==> config.mk <==
export PLATFORM = sky130hd
export DESIGN_NAME = drc_run_command
export DESIGN_NICKNAME = d
export VERILOG_FILES = /design/src/include/drc_pkg.sv /design/src/rtl/drc_sync.sv /design/src/rtl/drc_write_gate.sv /design/src/rtl/drc_run_command.sv
export SDC_FILE = /design/constraint.sdc
export NUM_CORES = 1
export LEC_CHECK = 0
export BUFFER_PORTS_ARGS = -buffer_cell sky130_fd_sc_hd__buf_2
export CORE_ASPECT_RATIO = 0.7
export CORE_MARGIN = 8
export CORE_UTILIZATION = 53
export CTS_BUF_LIST = sky130_fd_sc_hd__clkbuf_8 sky130_fd_sc_hd__clkbuf_16
export DETAILED_ROUTE_END_ITERATION = 6
export PLACE_DENSITY = 0.85
export SETUP_SLACK_MARGIN = 0.2
export SYNTH_ARGS = -nofsm -noshare
export SYNTH_HDL_FRONTEND = slang
export SYNTH_HIERARCHICAL = 1
export SYNTH_SLANG_ARGS = --single-unit
==> constraint.sdc <==
create_clock -name i_sys_clk -period 5.11 [get_ports i_sys_clk]
set_input_delay 0.511 -clock i_sys_clk [delete_from_list [all_inputs] [get_ports i_sys_clk]]
set_output_delay 0.511 -clock i_sys_clk [all_outputs]
set_load 0.02 [all_outputs]
==> src/include/drc_pkg.sv <==
// drc_pkg: parameter indices, control word layout and reset values
package drc_pkg;
   localparam int IDX_W  = 8;
   localparam int CW_W   = 16;
   localparam int POS_W  = 32;
   localparam int GATE_W = 8;
   localparam int ERR_W  = 8;

   localparam logic [IDX_W-1:0]  IDX_CTRL_GATE = 8'h6d;
   localparam logic [IDX_W-1:0]  IDX_RUN_CTRL  = 8'h6e;
   localparam logic [IDX_W-1:0]  IDX_TGT_GATE  = 8'h6f;
   localparam logic [IDX_W-1:0]  IDX_GOAL_POS  = 8'h70;

   localparam logic [GATE_W-1:0] GATE_RESET    = 8'h00;
   localparam logic [GATE_W-1:0] GATE_SUPPRESS = 8'h00;
   localparam logic [CW_W-1:0]   CW_RESET      = 16'h0000;
   localparam logic [POS_W-1:0]  POS_RESET     = 32'h0000_0000;
   localparam logic [ERR_W-1:0]  ERR_RESET     = 8'h00;
   localparam logic [CW_W-1:0]   CW_ASSIGNED   = 16'h5dff;

   localparam int CW_MAN_UP   = 0;
   localparam int CW_MAN_DN   = 1;
   localparam int CW_XFER     = 2;
   localparam int CW_JOG_CONT = 3;
   localparam int CW_RELEASE  = 4;
   localparam int CW_KEY_EN   = 5;
   localparam int CW_NO_LOOP  = 6;
   localparam int CW_REF_LOOP = 7;
   localparam int CW_JOG_UP   = 8;
   localparam int CW_READJ    = 10;
   localparam int CW_BRAKE    = 11;
   localparam int CW_DRAG     = 12;
   localparam int CW_ERR_CLR  = 14;
endpackage : drc_pkg

==> src/rtl/drc_sync.sv <==
// drc_sync: two flip-flop synchroniser for asynchronous pin levels
`timescale 1ns/1ps
module drc_sync #(
   parameter int WIDTH = 1
) (
   input  wire logic             i_sys_clk,
   input  wire logic             i_reset,
   input  wire logic [WIDTH-1:0] i_async,
   output logic      [WIDTH-1:0] o_sync
);
   logic [WIDTH-1:0] meta;

   // meta feeds only the second stage
   always_ff @(posedge i_sys_clk or posedge i_reset) begin
      if (i_reset) begin
         meta   <= '0;
         o_sync <= '0;
      end else begin
         meta   <= i_async;
         o_sync <= meta;
      end
   end
endmodule : drc_sync

==> src/rtl/drc_write_gate.sv <==
// drc_write_gate: one-shot gate parameter that can suppress the next write
`timescale 1ns/1ps
module drc_write_gate
   import drc_pkg::*;
(
   input  wire logic              i_sys_clk,
   input  wire logic              i_reset,
   input  wire logic              i_wr,
   input  wire logic              i_sel_gate,
   input  wire logic              i_sel_target,
   input  wire logic [GATE_W-1:0] i_wdata,
   output logic      [GATE_W-1:0] o_value,
   output logic                   o_block
);
   logic armed;
   logic next_armed;
   logic [GATE_W-1:0] next_value;

   // any write consumes the arming, so only the very next write is hit
   always_comb begin
      next_armed = armed;
      next_value = o_value;
      if (i_wr) begin
         next_armed = i_sel_gate && (i_wdata == GATE_SUPPRESS);
         if (i_sel_gate) begin
            next_value = i_wdata;
         end
      end
   end

   always_ff @(posedge i_sys_clk or posedge i_reset) begin
      if (i_reset) begin
         armed   <= 1'b0;
         o_value <= GATE_RESET;
      end else begin
         armed   <= next_armed;
         o_value <= next_value;
      end
   end

   assign o_block = armed && i_wr && i_sel_target;
endmodule : drc_write_gate

==> src/rtl/drc_run_command.sv <==
// drc_run_command: run command parameters and control word decode
`timescale 1ns/1ps
module drc_run_command (
   input  wire logic                      i_sys_clk,
   input  wire logic                      i_reset,
   input  wire logic                      i_par_wr,
   input  wire logic                      i_par_rd,
   input  wire logic [drc_pkg::IDX_W-1:0] i_par_index,
   input  wire logic [drc_pkg::POS_W-1:0] i_par_wdata,
   input  wire logic                      i_pd_valid,
   input  wire logic [drc_pkg::POS_W-1:0] i_pd_target,
   input  wire logic                      i_link_up,
   input  wire logic                      i_key_up,
   input  wire logic                      i_key_down,
   input  wire logic [drc_pkg::ERR_W-1:0] i_err_set,
   output logic      [drc_pkg::POS_W-1:0] o_par_rdata,
   output logic                           o_par_ack,
   output logic                           o_par_err,
   output logic                           o_axis_drive,
   output logic                           o_manual_up,
   output logic                           o_manual_down,
   output logic                           o_jog_up,
   output logic                           o_jog_step,
   output logic                           o_key_up,
   output logic                           o_key_down,
   output logic                           o_no_loop,
   output logic                           o_ref_loop,
   output logic                           o_readjust,
   output logic                           o_brake_free_run,
   output logic                           o_drag_corr,
   output logic                           o_pos_start,
   output logic      [drc_pkg::POS_W-1:0] o_goal_position,
   output logic      [drc_pkg::CW_W-1:0]  o_run_control,
   output logic      [drc_pkg::ERR_W-1:0] o_err_status
);
   import drc_pkg::*;

   logic              sel_cgate;
   logic              sel_cw;
   logic              sel_tgate;
   logic              sel_goal;
   logic              hit;
   logic              cw_block;
   logic              goal_block;
   logic              cw_ok;
   logic              goal_ok;
   logic              pd_take;
   logic              key_en;
   logic [GATE_W-1:0] ctrl_gate;
   logic [GATE_W-1:0] tgt_gate;
   logic [1:0]        keys;
   logic [CW_W-1:0]   cw_eff;
   logic [CW_W-1:0]   cw_prev;
   logic [CW_W-1:0]   cw_rise;
   logic              rel;

   logic [POS_W-1:0]  next_par_rdata;
   logic              next_par_ack;
   logic              next_par_err;
   logic [CW_W-1:0]   next_run_control;
   logic [POS_W-1:0]  next_goal_position;
   logic [CW_W-1:0]   next_cw_prev;
   logic              next_axis_drive;
   logic              next_manual_up;
   logic              next_manual_down;
   logic              next_jog_up;
   logic              next_jog_step;
   logic              next_key_up;
   logic              next_key_down;
   logic              next_no_loop;
   logic              next_ref_loop;
   logic              next_readjust;
   logic              next_brake_free_run;
   logic              next_drag_corr;
   logic              next_pos_start;
   logic [ERR_W-1:0]  next_err_status;

   // address decode of the indexed parameters
   assign sel_cgate = (i_par_index == IDX_CTRL_GATE);
   assign sel_cw    = (i_par_index == IDX_RUN_CTRL);
   assign sel_tgate = (i_par_index == IDX_TGT_GATE);
   assign sel_goal  = (i_par_index == IDX_GOAL_POS);
   assign hit       = sel_cgate || sel_cw || sel_tgate || sel_goal;

   drc_write_gate u_ctrl_gate (
      .i_sys_clk    (i_sys_clk),
      .i_reset      (i_reset),
      .i_wr         (i_par_wr),
      .i_sel_gate   (sel_cgate),
      .i_sel_target (sel_cw),
      .i_wdata      (i_par_wdata[GATE_W-1:0]),
      .o_value      (ctrl_gate),
      .o_block      (cw_block)
   );

   drc_write_gate u_tgt_gate (
      .i_sys_clk    (i_sys_clk),
      .i_reset      (i_reset),
      .i_wr         (i_par_wr),
      .i_sel_gate   (sel_tgate),
      .i_sel_target (sel_goal),
      .i_wdata      (i_par_wdata[GATE_W-1:0]),
      .o_value      (tgt_gate),
      .o_block      (goal_block)
   );

   // the jog keys are raw pins
   drc_sync #(
      .WIDTH (2)
   ) u_key_sync (
      .i_sys_clk (i_sys_clk),
      .i_reset   (i_reset),
      .i_async   ({i_key_up, i_key_down}),
      .o_sync    (keys)
   );

   assign cw_ok   = i_par_wr && sel_cw && !cw_block;
   assign goal_ok = i_par_wr && sel_goal && !goal_block;
   // stray bits are kept for readback but never reach motion
   assign cw_eff  = o_run_control & CW_ASSIGNED;
   assign cw_rise = cw_eff & ~cw_prev;
   assign rel     = cw_eff[CW_RELEASE];
   assign pd_take = i_pd_valid && cw_eff[CW_XFER];
   assign key_en  = !i_link_up || cw_eff[CW_KEY_EN];

   always_comb begin
      next_run_control   = o_run_control;
      next_goal_position = o_goal_position;
      if (cw_ok) begin
         next_run_control = i_par_wdata[CW_W-1:0];
      end
      if (pd_take) begin
         next_goal_position = i_pd_target;
      end
      // a parameter write wins over process data in the same cycle
      if (goal_ok) begin
         next_goal_position = i_par_wdata;
      end
   end

   always_comb begin
      next_par_ack   = i_par_wr || i_par_rd;
      next_par_err   = (i_par_wr || i_par_rd) && !hit;
      next_par_rdata = '0;
      if (i_par_rd && !i_par_wr) begin
         case (i_par_index)
            IDX_CTRL_GATE: next_par_rdata = POS_W'(ctrl_gate);
            IDX_RUN_CTRL:  next_par_rdata = POS_W'(o_run_control);
            IDX_TGT_GATE:  next_par_rdata = POS_W'(tgt_gate);
            IDX_GOAL_POS:  next_par_rdata = o_goal_position;
            default:       next_par_rdata = '0;
         endcase
      end
   end

   always_comb begin
      next_cw_prev        = cw_eff;
      next_axis_drive     = rel;
      next_manual_up      = rel && cw_eff[CW_MAN_UP] && !cw_eff[CW_MAN_DN];
      next_manual_down    = rel && cw_eff[CW_MAN_DN] && !cw_eff[CW_MAN_UP];
      // jog moves without the axis release
      next_jog_up         = cw_eff[CW_JOG_UP] && cw_eff[CW_JOG_CONT];
      next_jog_step       = cw_rise[CW_JOG_UP] && !cw_eff[CW_JOG_CONT];
      next_key_up         = keys[1] && key_en;
      next_key_down       = keys[0] && key_en;
      next_no_loop        = cw_eff[CW_NO_LOOP];
      next_ref_loop       = rel && cw_eff[CW_REF_LOOP];
      next_readjust       = rel && cw_rise[CW_READJ];
      next_brake_free_run = rel && cw_eff[CW_BRAKE];
      next_drag_corr      = cw_eff[CW_DRAG];
      next_pos_start      = rel && (pd_take || goal_ok);
      // new errors win over the clear edge
      next_err_status     = (o_err_status & ~{ERR_W{cw_rise[CW_ERR_CLR]}})
                            | i_err_set;
   end

   always_ff @(posedge i_sys_clk or posedge i_reset) begin
      if (i_reset) begin
         o_par_rdata      <= POS_RESET;
         o_par_ack        <= 1'b0;
         o_par_err        <= 1'b0;
         o_run_control    <= CW_RESET;
         o_goal_position  <= POS_RESET;
         cw_prev          <= CW_RESET;
         o_axis_drive     <= 1'b0;
         o_manual_up      <= 1'b0;
         o_manual_down    <= 1'b0;
         o_jog_up         <= 1'b0;
         o_jog_step       <= 1'b0;
         o_key_up         <= 1'b0;
         o_key_down       <= 1'b0;
         o_no_loop        <= 1'b0;
         o_ref_loop       <= 1'b0;
         o_readjust       <= 1'b0;
         o_brake_free_run <= 1'b0;
         o_drag_corr      <= 1'b0;
         o_pos_start      <= 1'b0;
         o_err_status     <= ERR_RESET;
      end else begin
         o_par_rdata      <= next_par_rdata;
         o_par_ack        <= next_par_ack;
         o_par_err        <= next_par_err;
         o_run_control    <= next_run_control;
         o_goal_position  <= next_goal_position;
         cw_prev          <= next_cw_prev;
         o_axis_drive     <= next_axis_drive;
         o_manual_up      <= next_manual_up;
         o_manual_down    <= next_manual_down;
         o_jog_up         <= next_jog_up;
         o_jog_step       <= next_jog_step;
         o_key_up         <= next_key_up;
         o_key_down       <= next_key_down;
         o_no_loop        <= next_no_loop;
         o_ref_loop       <= next_ref_loop;
         o_readjust       <= next_readjust;
         o_brake_free_run <= next_brake_free_run;
         o_drag_corr      <= next_drag_corr;
         o_pos_start      <= next_pos_start;
         o_err_status     <= next_err_status;
      end
   end
endmodule : drc_run_command

## Word-level counts from Yosys, hierarchy flattened

Index checks and enable logic that the tools add are counted.

- Flip-flop bits (word level): 138
- Input port bits: 88
- Output and inout bits: 103
- Word-level logic and storage cells: 82

- Eq/ne operators: 4
- Multiplexer cells: 4
- Bitwise logic cells: 5
- Reductions and logical operators: 43

Operator list:

| cell | count |
|---|---|
| $pmux 32 s4 | 1 |
| $mux 32 | 3 |
| $eq 8x7->1 const B | 4 |
| $logic_and 1x1->1 | 25 |
| $and 15x15->15 | 1 |
| $not 15->15 | 1 |
| $and 8x8->8 | 1 |
| $logic_not 1->1 | 8 |
| $logic_not 8->1 | 1 |
| $not 8->8 | 1 |
| $or 8x8->8 | 1 |
| $logic_or 1x1->1 | 6 |
| $reduce_and 2->1 | 2 |
| $reduce_bool 2->1 | 1 |

## Logic depth before layout (Yosys ltp)

Gate-level depths: netlist (run 1).

- Depth in word-level cells: 6
- Mapped depth: 10
- Gate-level depth less buffers: 6

## Cells and area by module

Netlist (run 1), hierarchy kept.

Modules (own cells, without submodules):

| module | instances | cells each | area each (um2) | sequential area each (um2) |
|---|---|---|---|---|
| drc_run_command | 1 | 348 | 4,284.1 | 2,652.5 |
| drc_write_gate | 2 | 25 | 365.4 | 225.2 |
| drc_sync | 1 | 5 | 103.8 | 100.1 |

## Least setup slack after synthesis (run 1)

Ideal clock, no wire load.

- Path type: in2reg
- From: input port i_par_index[7] (netlist bit)
- To: register o_run_control[0] (netlist bit)
- Setup time: 0.125 ns
- Arrival: 2.208 ns
- Required time: 4.985 ns
- Slack: 2.778 ns
- Cell stages on the path: 8
- Path buffers: 2
- Cell sequence: nand4b_1 -> nor4_4 -> buf_4 -> and3_2 -> nand2b_1 -> nor4_4 -> buf_6 -> mux2_2

- Word-level cells in the longest chain between the ends: 4
- Elaborated cells between the ends (all ways): 5
- Classes of those cells: eq/ne: 1; reduce/logical: 4

RTL lines:

| item | RTL line | source |
|---|---|---|
| from (decl) | drc_run_command.sv:8 | `input wire logic [drc_pkg::IDX_W-1:0] i_par_index,` |
| $eq 8x7->1 | drc_run_command.sv:80 | `assign sel_cw = (i_par_index == IDX_RUN_CTRL);` |
| named net sel_cw | drc_run_command.sv:39 | `logic sel_cw;` |
| $logic_and 1x1->1 | drc_write_gate.sv:41 | `assign o_block = armed && i_wr && i_sel_target;` |
| named net cw_block | drc_run_command.sv:43 | `logic cw_block;` |
| $logic_not 1->1 | drc_run_command.sv:117 | `assign cw_ok = i_par_wr && sel_cw && !cw_block;` |
| $logic_and 1x1->1 | drc_run_command.sv:117 |  |
| to (signal assigned) | drc_run_command.sv:203 | `o_run_control <= next_run_control;` |
| to (decl) | drc_run_command.sv:33 | `output logic [drc_pkg::CW_W-1:0] o_run_control,` |

The timed path passes the listed nets, and every way through them passes these cells.
A chain may end at the register's enable or synchronous reset.

## Worst setup path after layout (run 1)

- From: input port i_par_index[2] (netlist bit)
- To: register o_pos_start

- Word-level cells in the longest chain between the ends: 6
- Elaborated cells between the ends (all ways): 7
- Classes of those cells: eq/ne: 1; reduce/logical: 6

RTL lines:

| item | RTL line | source |
|---|---|---|
| $eq 8x7->1 | drc_run_command.sv:82 | `assign sel_goal = (i_par_index == IDX_GOAL_POS);` |
| $logic_and 1x1->1 | drc_write_gate.sv:41 |  |
| named net goal_block | drc_run_command.sv:44 | `logic goal_block;` |
| $logic_not 1->1 | drc_run_command.sv:118 | `assign goal_ok = i_par_wr && sel_goal && !goal_block;` |
| $logic_and 1x1->1 | drc_run_command.sv:118 |  |
| $logic_or 1x1->1 | drc_run_command.sv:171 | `next_pos_start = rel && (pd_take \|\| goal_ok);` |
| $logic_and 1x1->1 | drc_run_command.sv:171 |  |
| named net next_pos_start | drc_run_command.sv:75 | `logic next_pos_start;` |
| to (signal assigned) | drc_run_command.sv:218 | `o_pos_start <= next_pos_start;` |
| to (decl) | drc_run_command.sv:31 | `output logic o_pos_start,` |

The timed path passes the listed nets, and every way through them passes these cells.

==> metrics.txt, run 1 <==
Hold Buf Count CTS=0; Buf/Inv on CP=2; Post-Synth Simple-Gate Area=12.0%; WP data arrival=2800 ps; max-cap violations=0; run status=finished with violations; Pwr Density=roughly 420 nW/um^2; CP Cell Sequence=buf_2, nor4bb_1, and2_1, and3_2, nand4b_1, buf_4, a21boi_0; chip width=133 um; Root Driver=clkbuf_16; Net Switching=799 uW; Final Cycle Share=around 51%; Max Buffers Root-to-Sink=2; Starting DRT DRC Count=325; I/O Buffers=190; CTS sink cnt=128; CP max FO=51; Worst path top cell family by delay=simple AND/OR/NAND/NOR gates; synth warn=6; Placement Rows=30; Die ar.=13100 um^2; setup TNS=0 ps; largest family of logic cells by synthesized area=multiplexers; post-synthesis sequential area ratio=62.6%; DRC=1; P_leak=3.79 nW; global-route wire length before repair=22900 um; synthesized area=5120 um^2; Slowest Stage Delay on Critical Path=580 ps; P&R area growth vs syn=32.3%; Slew @ Worst Pin=1110 ps; Die Y=98.2 um; post-DP HPWL=10200 um; H-Tree Depth=4; initial antenna violation count=1; setup bufs post-CTS=0; slack of the critical path=2530 ps; routed len/inst=19.8 um; worst skew pair latency=roughly 410 ps; CP Launch Type=input pin; R2R Setup Slk=approximately 2900 ps; Post-Synth XOR/XNOR Area=0%; DP Cell Count=about 700; Crit Path Class=input pin to flip-flop; clk_skew=5.78 ps; GRT Residual Overflow=0; Worst Setup End Kind=flip-flop; GP Congestion=0.787; PostCTS Resize Cnt=0; Slew headroom=25.6%; Slew Limit Fails=0; Clk pwr share=43.3%; Sequential Power Share=41.7%; Fillers=648; All-Layer GR Usage=22.2%; mux contribution to synthesized area=15.1%; Initial Utilization=a little over half; IO Pins=191; min-delay worst type=input pin to asynchronous set/reset pin; P_int=approximately 2.1 mW; syn_nets=491; Sw Share=between 20% and 30%; via count=4057; CTS tree=done; worst reg2reg startpoint=u_ctrl_gate/armed$_DFFE_PP0P_; Critical Path Slowest Stage Cell=buf_4; syn avg cell area=about 13 um^2; Synth Area in Adders=0%; failing checks=design-rule violations; CP startpoint=i_par_index[2]; min Tclk post-route=approximately 2600 ps; Synth Area in Compound Gates=7.94%; Via density=roughly 5.5; pin count of the biggest net entering global routing=64; setup violators final=0; Seq cells post-synth=128; Core Area=9530 um^2; CTS buffer count=17; synth unique cells=35; worst IR drop on VDD=0.310 mV; Synth Instances=403; n_diodes=0; worst path required time=5320 ps; fraction of final layout cells sized beyond drive strength 1=45.5%; worst slack at placement=roughly 2200 ps; vias in the first global route=roughly 4300; clk slew on worst S/H paths=roughly 60 ps; power share of the combinational group=15.0%; Pre-Repair DR Iteration Count=7; Nets=roughly 700; Non-Filler Instances=735; post-route ant nets=0; RSZ-0062 raised after global routing=false; final wirelength=14500 um; Final Hold Vio Count=0; max frequency=387 MHz
[routing by layer]
layer | vias up | track usage [%] | share of wire, %
met5 | - | 0 | 0.10
met4 | 2 | 8.94 | 1.4
met3 | 21 | 7.33 | 8.2
met2 | 215 | 38.9 | 51
met1 | 2014 | 24.3 | 39
li1 | 1805 | - | -
[power by group through the flow]
stage / clock (mW) / combinational (mW) / sequential, mW
2_1_floorplan: 0 / 0.135 / 1.31
3_3_place_gp: 0 / 0.420 / 1.20
3_5_place_dp: 0 / 0.433 / 1.21
4_1_cts: 1.26 / 0.436 / 1.20
5_1_grt: 1.30 / 0.462 / 1.21
6_report: 1.24 / 0.431 / 1.20
[cells in the final DEF, fill, tap and decap left out, types with 2 or more instances in the layout]
cell	instances
clkbuf_16	17
nand4b_1	3
nor2_1	44
inv_1	6
nor3_1	2
and2_1	7
a22oi_1	16
and3_2	2
clkinvlp_4	2
nand4_1	2
inv_6	6
mux2_2	40
a21oi_1	40
nor4_1	4
nand2_1	10
nand2b_1	3
and3_1	16
buf_4	3
nor3b_1	2
mux2i_1	32
buf_2	190
dfrtp_1	128
nand3b_1	2
clkinv_4	2
nand2_4	2
bufinv_16	3
a21o_1	8
o21ai_0	2
nor4_4	2
[flip-flops by register name (all words and copies together), names as in the netlist, 2 cells and up]
signal               flops
o_goal_position         32
o_par_rdata             32
o_run_control           16
o_err_status             8
u_ctrl_gate/o_value      8
u_tgt_gate/o_value       8
cw_prev                  6
u_key_sync/meta          2
u_key_sync/o_sync        2
[cells in the mapped netlist, drive strengths merged]
cell | count | area share, %
nand2 | 13 | 1.2
a21oi | 40 | 3.9
and2 | 7 | 0.86
nor4b | 1 | 0.29
clkbuf | 6 | 0.44
nor4bb | 1 | 0.20
and3b | 1 | 0.17
nand2b | 4 | 0.64
nand4 | 2 | 0.24
inv | 7 | 0.51
mux2 | 40 | 8.8
dfrtp | 128 | 63
a21boi | 1 | 0.15
a21o | 8 | 1.2
nor4 | 6 | 1.3
nand4b | 3 | 0.51
and3 | 18 | 2.2
nor3 | 2 | 0.20
nand3b | 2 | 0.29
or2 | 1 | 0.12
o21ai | 3 | 0.37
nor3b | 2 | 0.29
buf | 14 | 1.5
a22oi | 16 | 2.3
nor2 | 44 | 3.2
mux2i | 32 | 6.3
nor2b | 1 | 0.12
[path summary, 6_finish.rpt]
kind	end	cells past startpoint
setup / recovery	o_pos_start$_DFF_PP0_	7
hold / removal	u_key_sync/meta[1]$_DFF_PP0_	2
setup reg to reg	o_run_control[3]$_DFFE_PP0P_	4
hold reg to reg	u_key_sync/o_sync[0]$_DFF_PP0_	0
max in group asynchronous	o_run_control[15]$_DFFE_PP0P_	3
min in group i_sys_clk	u_key_sync/meta[1]$_DFF_PP0_	1
[through the flow]
stage / total power, mW / util (%) / hold WS, ps / cell area, um^2
finish: 2.87 / 71.0 / 28.6 / 6770
global route: 2.97 / 71.0 / 25.9 / 6770
CTS: 2.89 / 71.0 / 18.3 / 6770
detailed placement: 1.64 / 64.6 / 341 / 6160
global placement: 1.62 / 64.6 / 336 / 6160
floorplan: 1.45 / - / 277 / 5120
[layout make-up]
cell class	count	area [um^2]	share of cell area, %
sequential	128	3200	47.3
clock inverter	13	175	2.59
clock buffer	18	439	6.48
inverter	7	28.8	0.425
multi-input combinational	248	1790	26.5
timing repair buffer	193	973	14.4
tap	128	160	2.36
[cells by family (layout without fill, tap and decap cells)]
kind of cell	count (synthesis)	in the layout
compound gates	68	68
buf+inv	27	231
flops	128	128
mux	72	72
simple gates	108	108
Note: power is estimated with default switching activity, not from simulation.
==> run 2, diff against run 1 <==
- CORE_UTILIZATION: 53 -> 44
- PLACE_DENSITY: 0.85 -> 0.75
- clock period: 5.11 -> 2.3 ns (I/O delays scaled with it)
==> metrics.txt, run 2 (synthesis gave the netlist of run 1 again) <==
run status=complete, no violations (was finished with violations); clk slew on worst S/H paths=60 ps (about the same); worst path required time=2590 ps (was 5320 ps); CP max FO=16 (was 51); post-DP HPWL=10800 um (was 10200 um); GP Congestion=0.824 (was 0.787); Core Util, Final=61.2% (was 71.0%); Sequential Power Share=39.8% (was 41.7%); most common cell after layout, fill and taps aside=buf_2 (unchanged); Pwr Density=949 nW/um^2 (was 423 nW/um^2); most frequent cells in the layout=buf_2, dfrtp_1, nor2_1 (unchanged); Crit Path Class=flip-flop to flip-flop (was input pin to flip-flop); worst reg2reg startpoint=u_ctrl_gate/armed$_DFFE_PP0P_ (unchanged); Placement Rows=33 (was 30); P_leak=3.90 nW (was 3.79 nW); Sw Share=26.3% (was 27.8%); Fillers=906 (was 648); RSZ-0062 raised after global routing=false (unchanged); DRC=0 (was 1); GRT Residual Overflow=0 (unchanged); fraction of final layout cells sized beyond drive strength 1=45.1% (was 45.5%); initial antenna violation count=1 (unchanged); pin count of the biggest net entering global routing=66 (was 64); max frequency=546 MHz; Starting DRT DRC Count=176 (was 325); All-Layer GR Usage=19.9% (was 22.2%); Largest regs=o_goal_position (32), o_par_rdata (32), o_run_control (16) (unchanged); Final Hold Vio Count=0 (unchanged); Die ar.=15400 um^2 (was 13100 um^2); P_int=4.93 mW (was 2.07 mW); post-route ant nets=0 (unchanged); Hold Buf Count CTS=9 (was 0); max-cap violations=0 (unchanged); CTS tree=done (unchanged); Nets=698 (was 683); I/O Buffers=190 (unchanged); setup violators final=0 (unchanged); vias in the first global route=4542 (was 4304); min-delay worst type=input pin to flip-flop (was input pin to asynchronous set/reset pin); CP Launch Type=flip-flop (was input pin); slack of the critical path=468 ps (was 2530 ps); CP startpoint=u_ctrl_gate/armed$_DFFE_PP0P_ (was i_par_index[2]); global-route wire length before repair=24200 um (was 22900 um); DP Cell Count=739 (was 704); Slew headroom=31.4% (was 25.6%); Clk pwr share=45.7% (was 43.3%); PostCTS Resize Cnt=0 (unchanged); setup bufs post-CTS=0 (unchanged); Non-Filler Instances=781 (was 735); Slew Limit Fails=0 (unchanged); H-Tree Depth=4 (unchanged); FF-to-FF path depth=5 (was 4); worst IR drop on VDD=0.590 mV (was 0.310 mV); via count=4037 (was 4057); worst slack at placement=227 ps (was 2190 ps); crit path capture=o_run_control[1]$_DFFE_PP0P_ (was o_pos_start$_DFF_PP0_); chip width=145 um (was 133 um); Worst Setup End Kind=flip-flop (unchanged); Root Driver=clkbuf_16 (unchanged); P&R area growth vs syn=37.7% (was 32.3%); power share of the combinational group=14.5% (was 15.0%); worst r2r dst=o_run_control[1]$_DFFE_PP0P_ (was o_run_control[3]$_DFFE_PP0P_); IO Pins=191 (unchanged); Multi-input gate area=1790 um^2 (unchanged); clk_skew=13.0 ps (was 5.78 ps); final wirelength=15200 um (was 14500 um); R2R Setup Slk=470 ps (was 2890 ps); Reg area=3200 um^2 (unchanged); Via density=5.17 (was 5.52); CTS buffer count=17 (unchanged); Net Switching=1.76 mW (was 799 uW); routed len/inst=19.4 um (was 19.8 um); Pre-Repair DR Iteration Count=5 (was 7); Max Buffers Root-to-Sink=2 (unchanged); min Tclk post-route=1830 ps; Core Area=11500 um^2 (was 9530 um^2); Final Cycle Share=79.7%; Die Y=106 um (was 98.2 um); Initial Utilization=44.4% (was 53.7%); CTS sink cnt=128 (unchanged); worst skew pair latency=420 ps (was 410 ps); setup TNS=0 ps (unchanged); Slew @ Worst Pin=1030 ps (was 1110 ps); WP data arrival=2120 ps (was 2800 ps)
-- run 2: changes by cell type in the layout (fill, tap and decap cells not counted) --
| cell | change |
|---|---|
| clkinvlp_4 | +1 |
| inv_1 | +2 |
| dlygate4sd3_1 | +9 |
| inv_6 | -4 |
| buf_4 | +3 |
| inv_4 | -1 |
| bufinv_16 | +3 |
| buf_12 | +3 |
| diode_2 | +1 |
-- run 2: layout make-up --
cell class,count,share of cell area [%]
multi-input combinational,248,25.4
antenna,1,0.0355
tap,157,2.79
clock buffer,18,6.23
sequential,128,45.4
clock inverter,14,3.37
inverter,7,0.426
timing repair buffer,208,16.3
-- run 2: worst min-delay path by stage --
stage / from / endpoint / slack [ps] / cells after the start
2_1_floorplan: i_reset / u_key_sync/meta[0]$_DFF_PP0_ / -4 / 1
3_3_place_gp: i_reset / u_key_sync/o_sync[1]$_DFF_PP0_ / 160 / 2
3_5_place_dp: i_reset / u_key_sync/meta[0]$_DFF_PP0_ / 170 / 2
4_1_cts: i_err_set[0] / o_err_status[0]$_DFF_PP0_ / 8 / 2
5_1_grt: i_err_set[0] / o_err_status[0]$_DFF_PP0_ / 5 / 2
6_report: i_err_set[0] / o_err_status[0]$_DFF_PP0_ / 30 / 2
-- run 2: layer usage --
layer	vias up	global-route usage, %	routed length, um
met5	-	0	10
met4	2	9.35	269
met3	24	7.64	1330
met2	177	33.1	7420
met1	1994	22.7	6150
li1	1840	-	-
-- run 2: through the flow --
stage | power [mW] | instance area [um^2] | hold WS (ps)
6_report | 6.69 | 7050 | 32.7
5_1_grt | 6.93 | 7050 | 5.36
4_1_cts | 6.75 | 7050 | 7.80
3_5_place_dp | 3.66 | 6280 | 170
3_3_place_gp | 3.62 | 6280 | 160
2_1_floorplan | 3.21 | 5120 | -3.92
-- run 2: power groups by stage --
| stage | logic, mW | clock network, mW | registers, mW |
|---|---|---|---|
| 2_1_floorplan | 0.300 | 0 | 2.91 |
| 3_3_place_gp | 0.940 | 0 | 2.68 |
| 3_5_place_dp | 0.970 | 0 | 2.69 |
| 4_1_cts | 0.985 | 3.11 | 2.66 |
| 5_1_grt | 1.05 | 3.20 | 2.69 |
| 6_report | 0.971 | 3.06 | 2.66 |
-- run 2: worst max-delay path, cell delays in order, from the launching register on --
cell      delay (ps)
dfrtp_1          370
and3_2           190
nand2b_1         170
nor4_4           280
buf_4            320
mux2_2           380
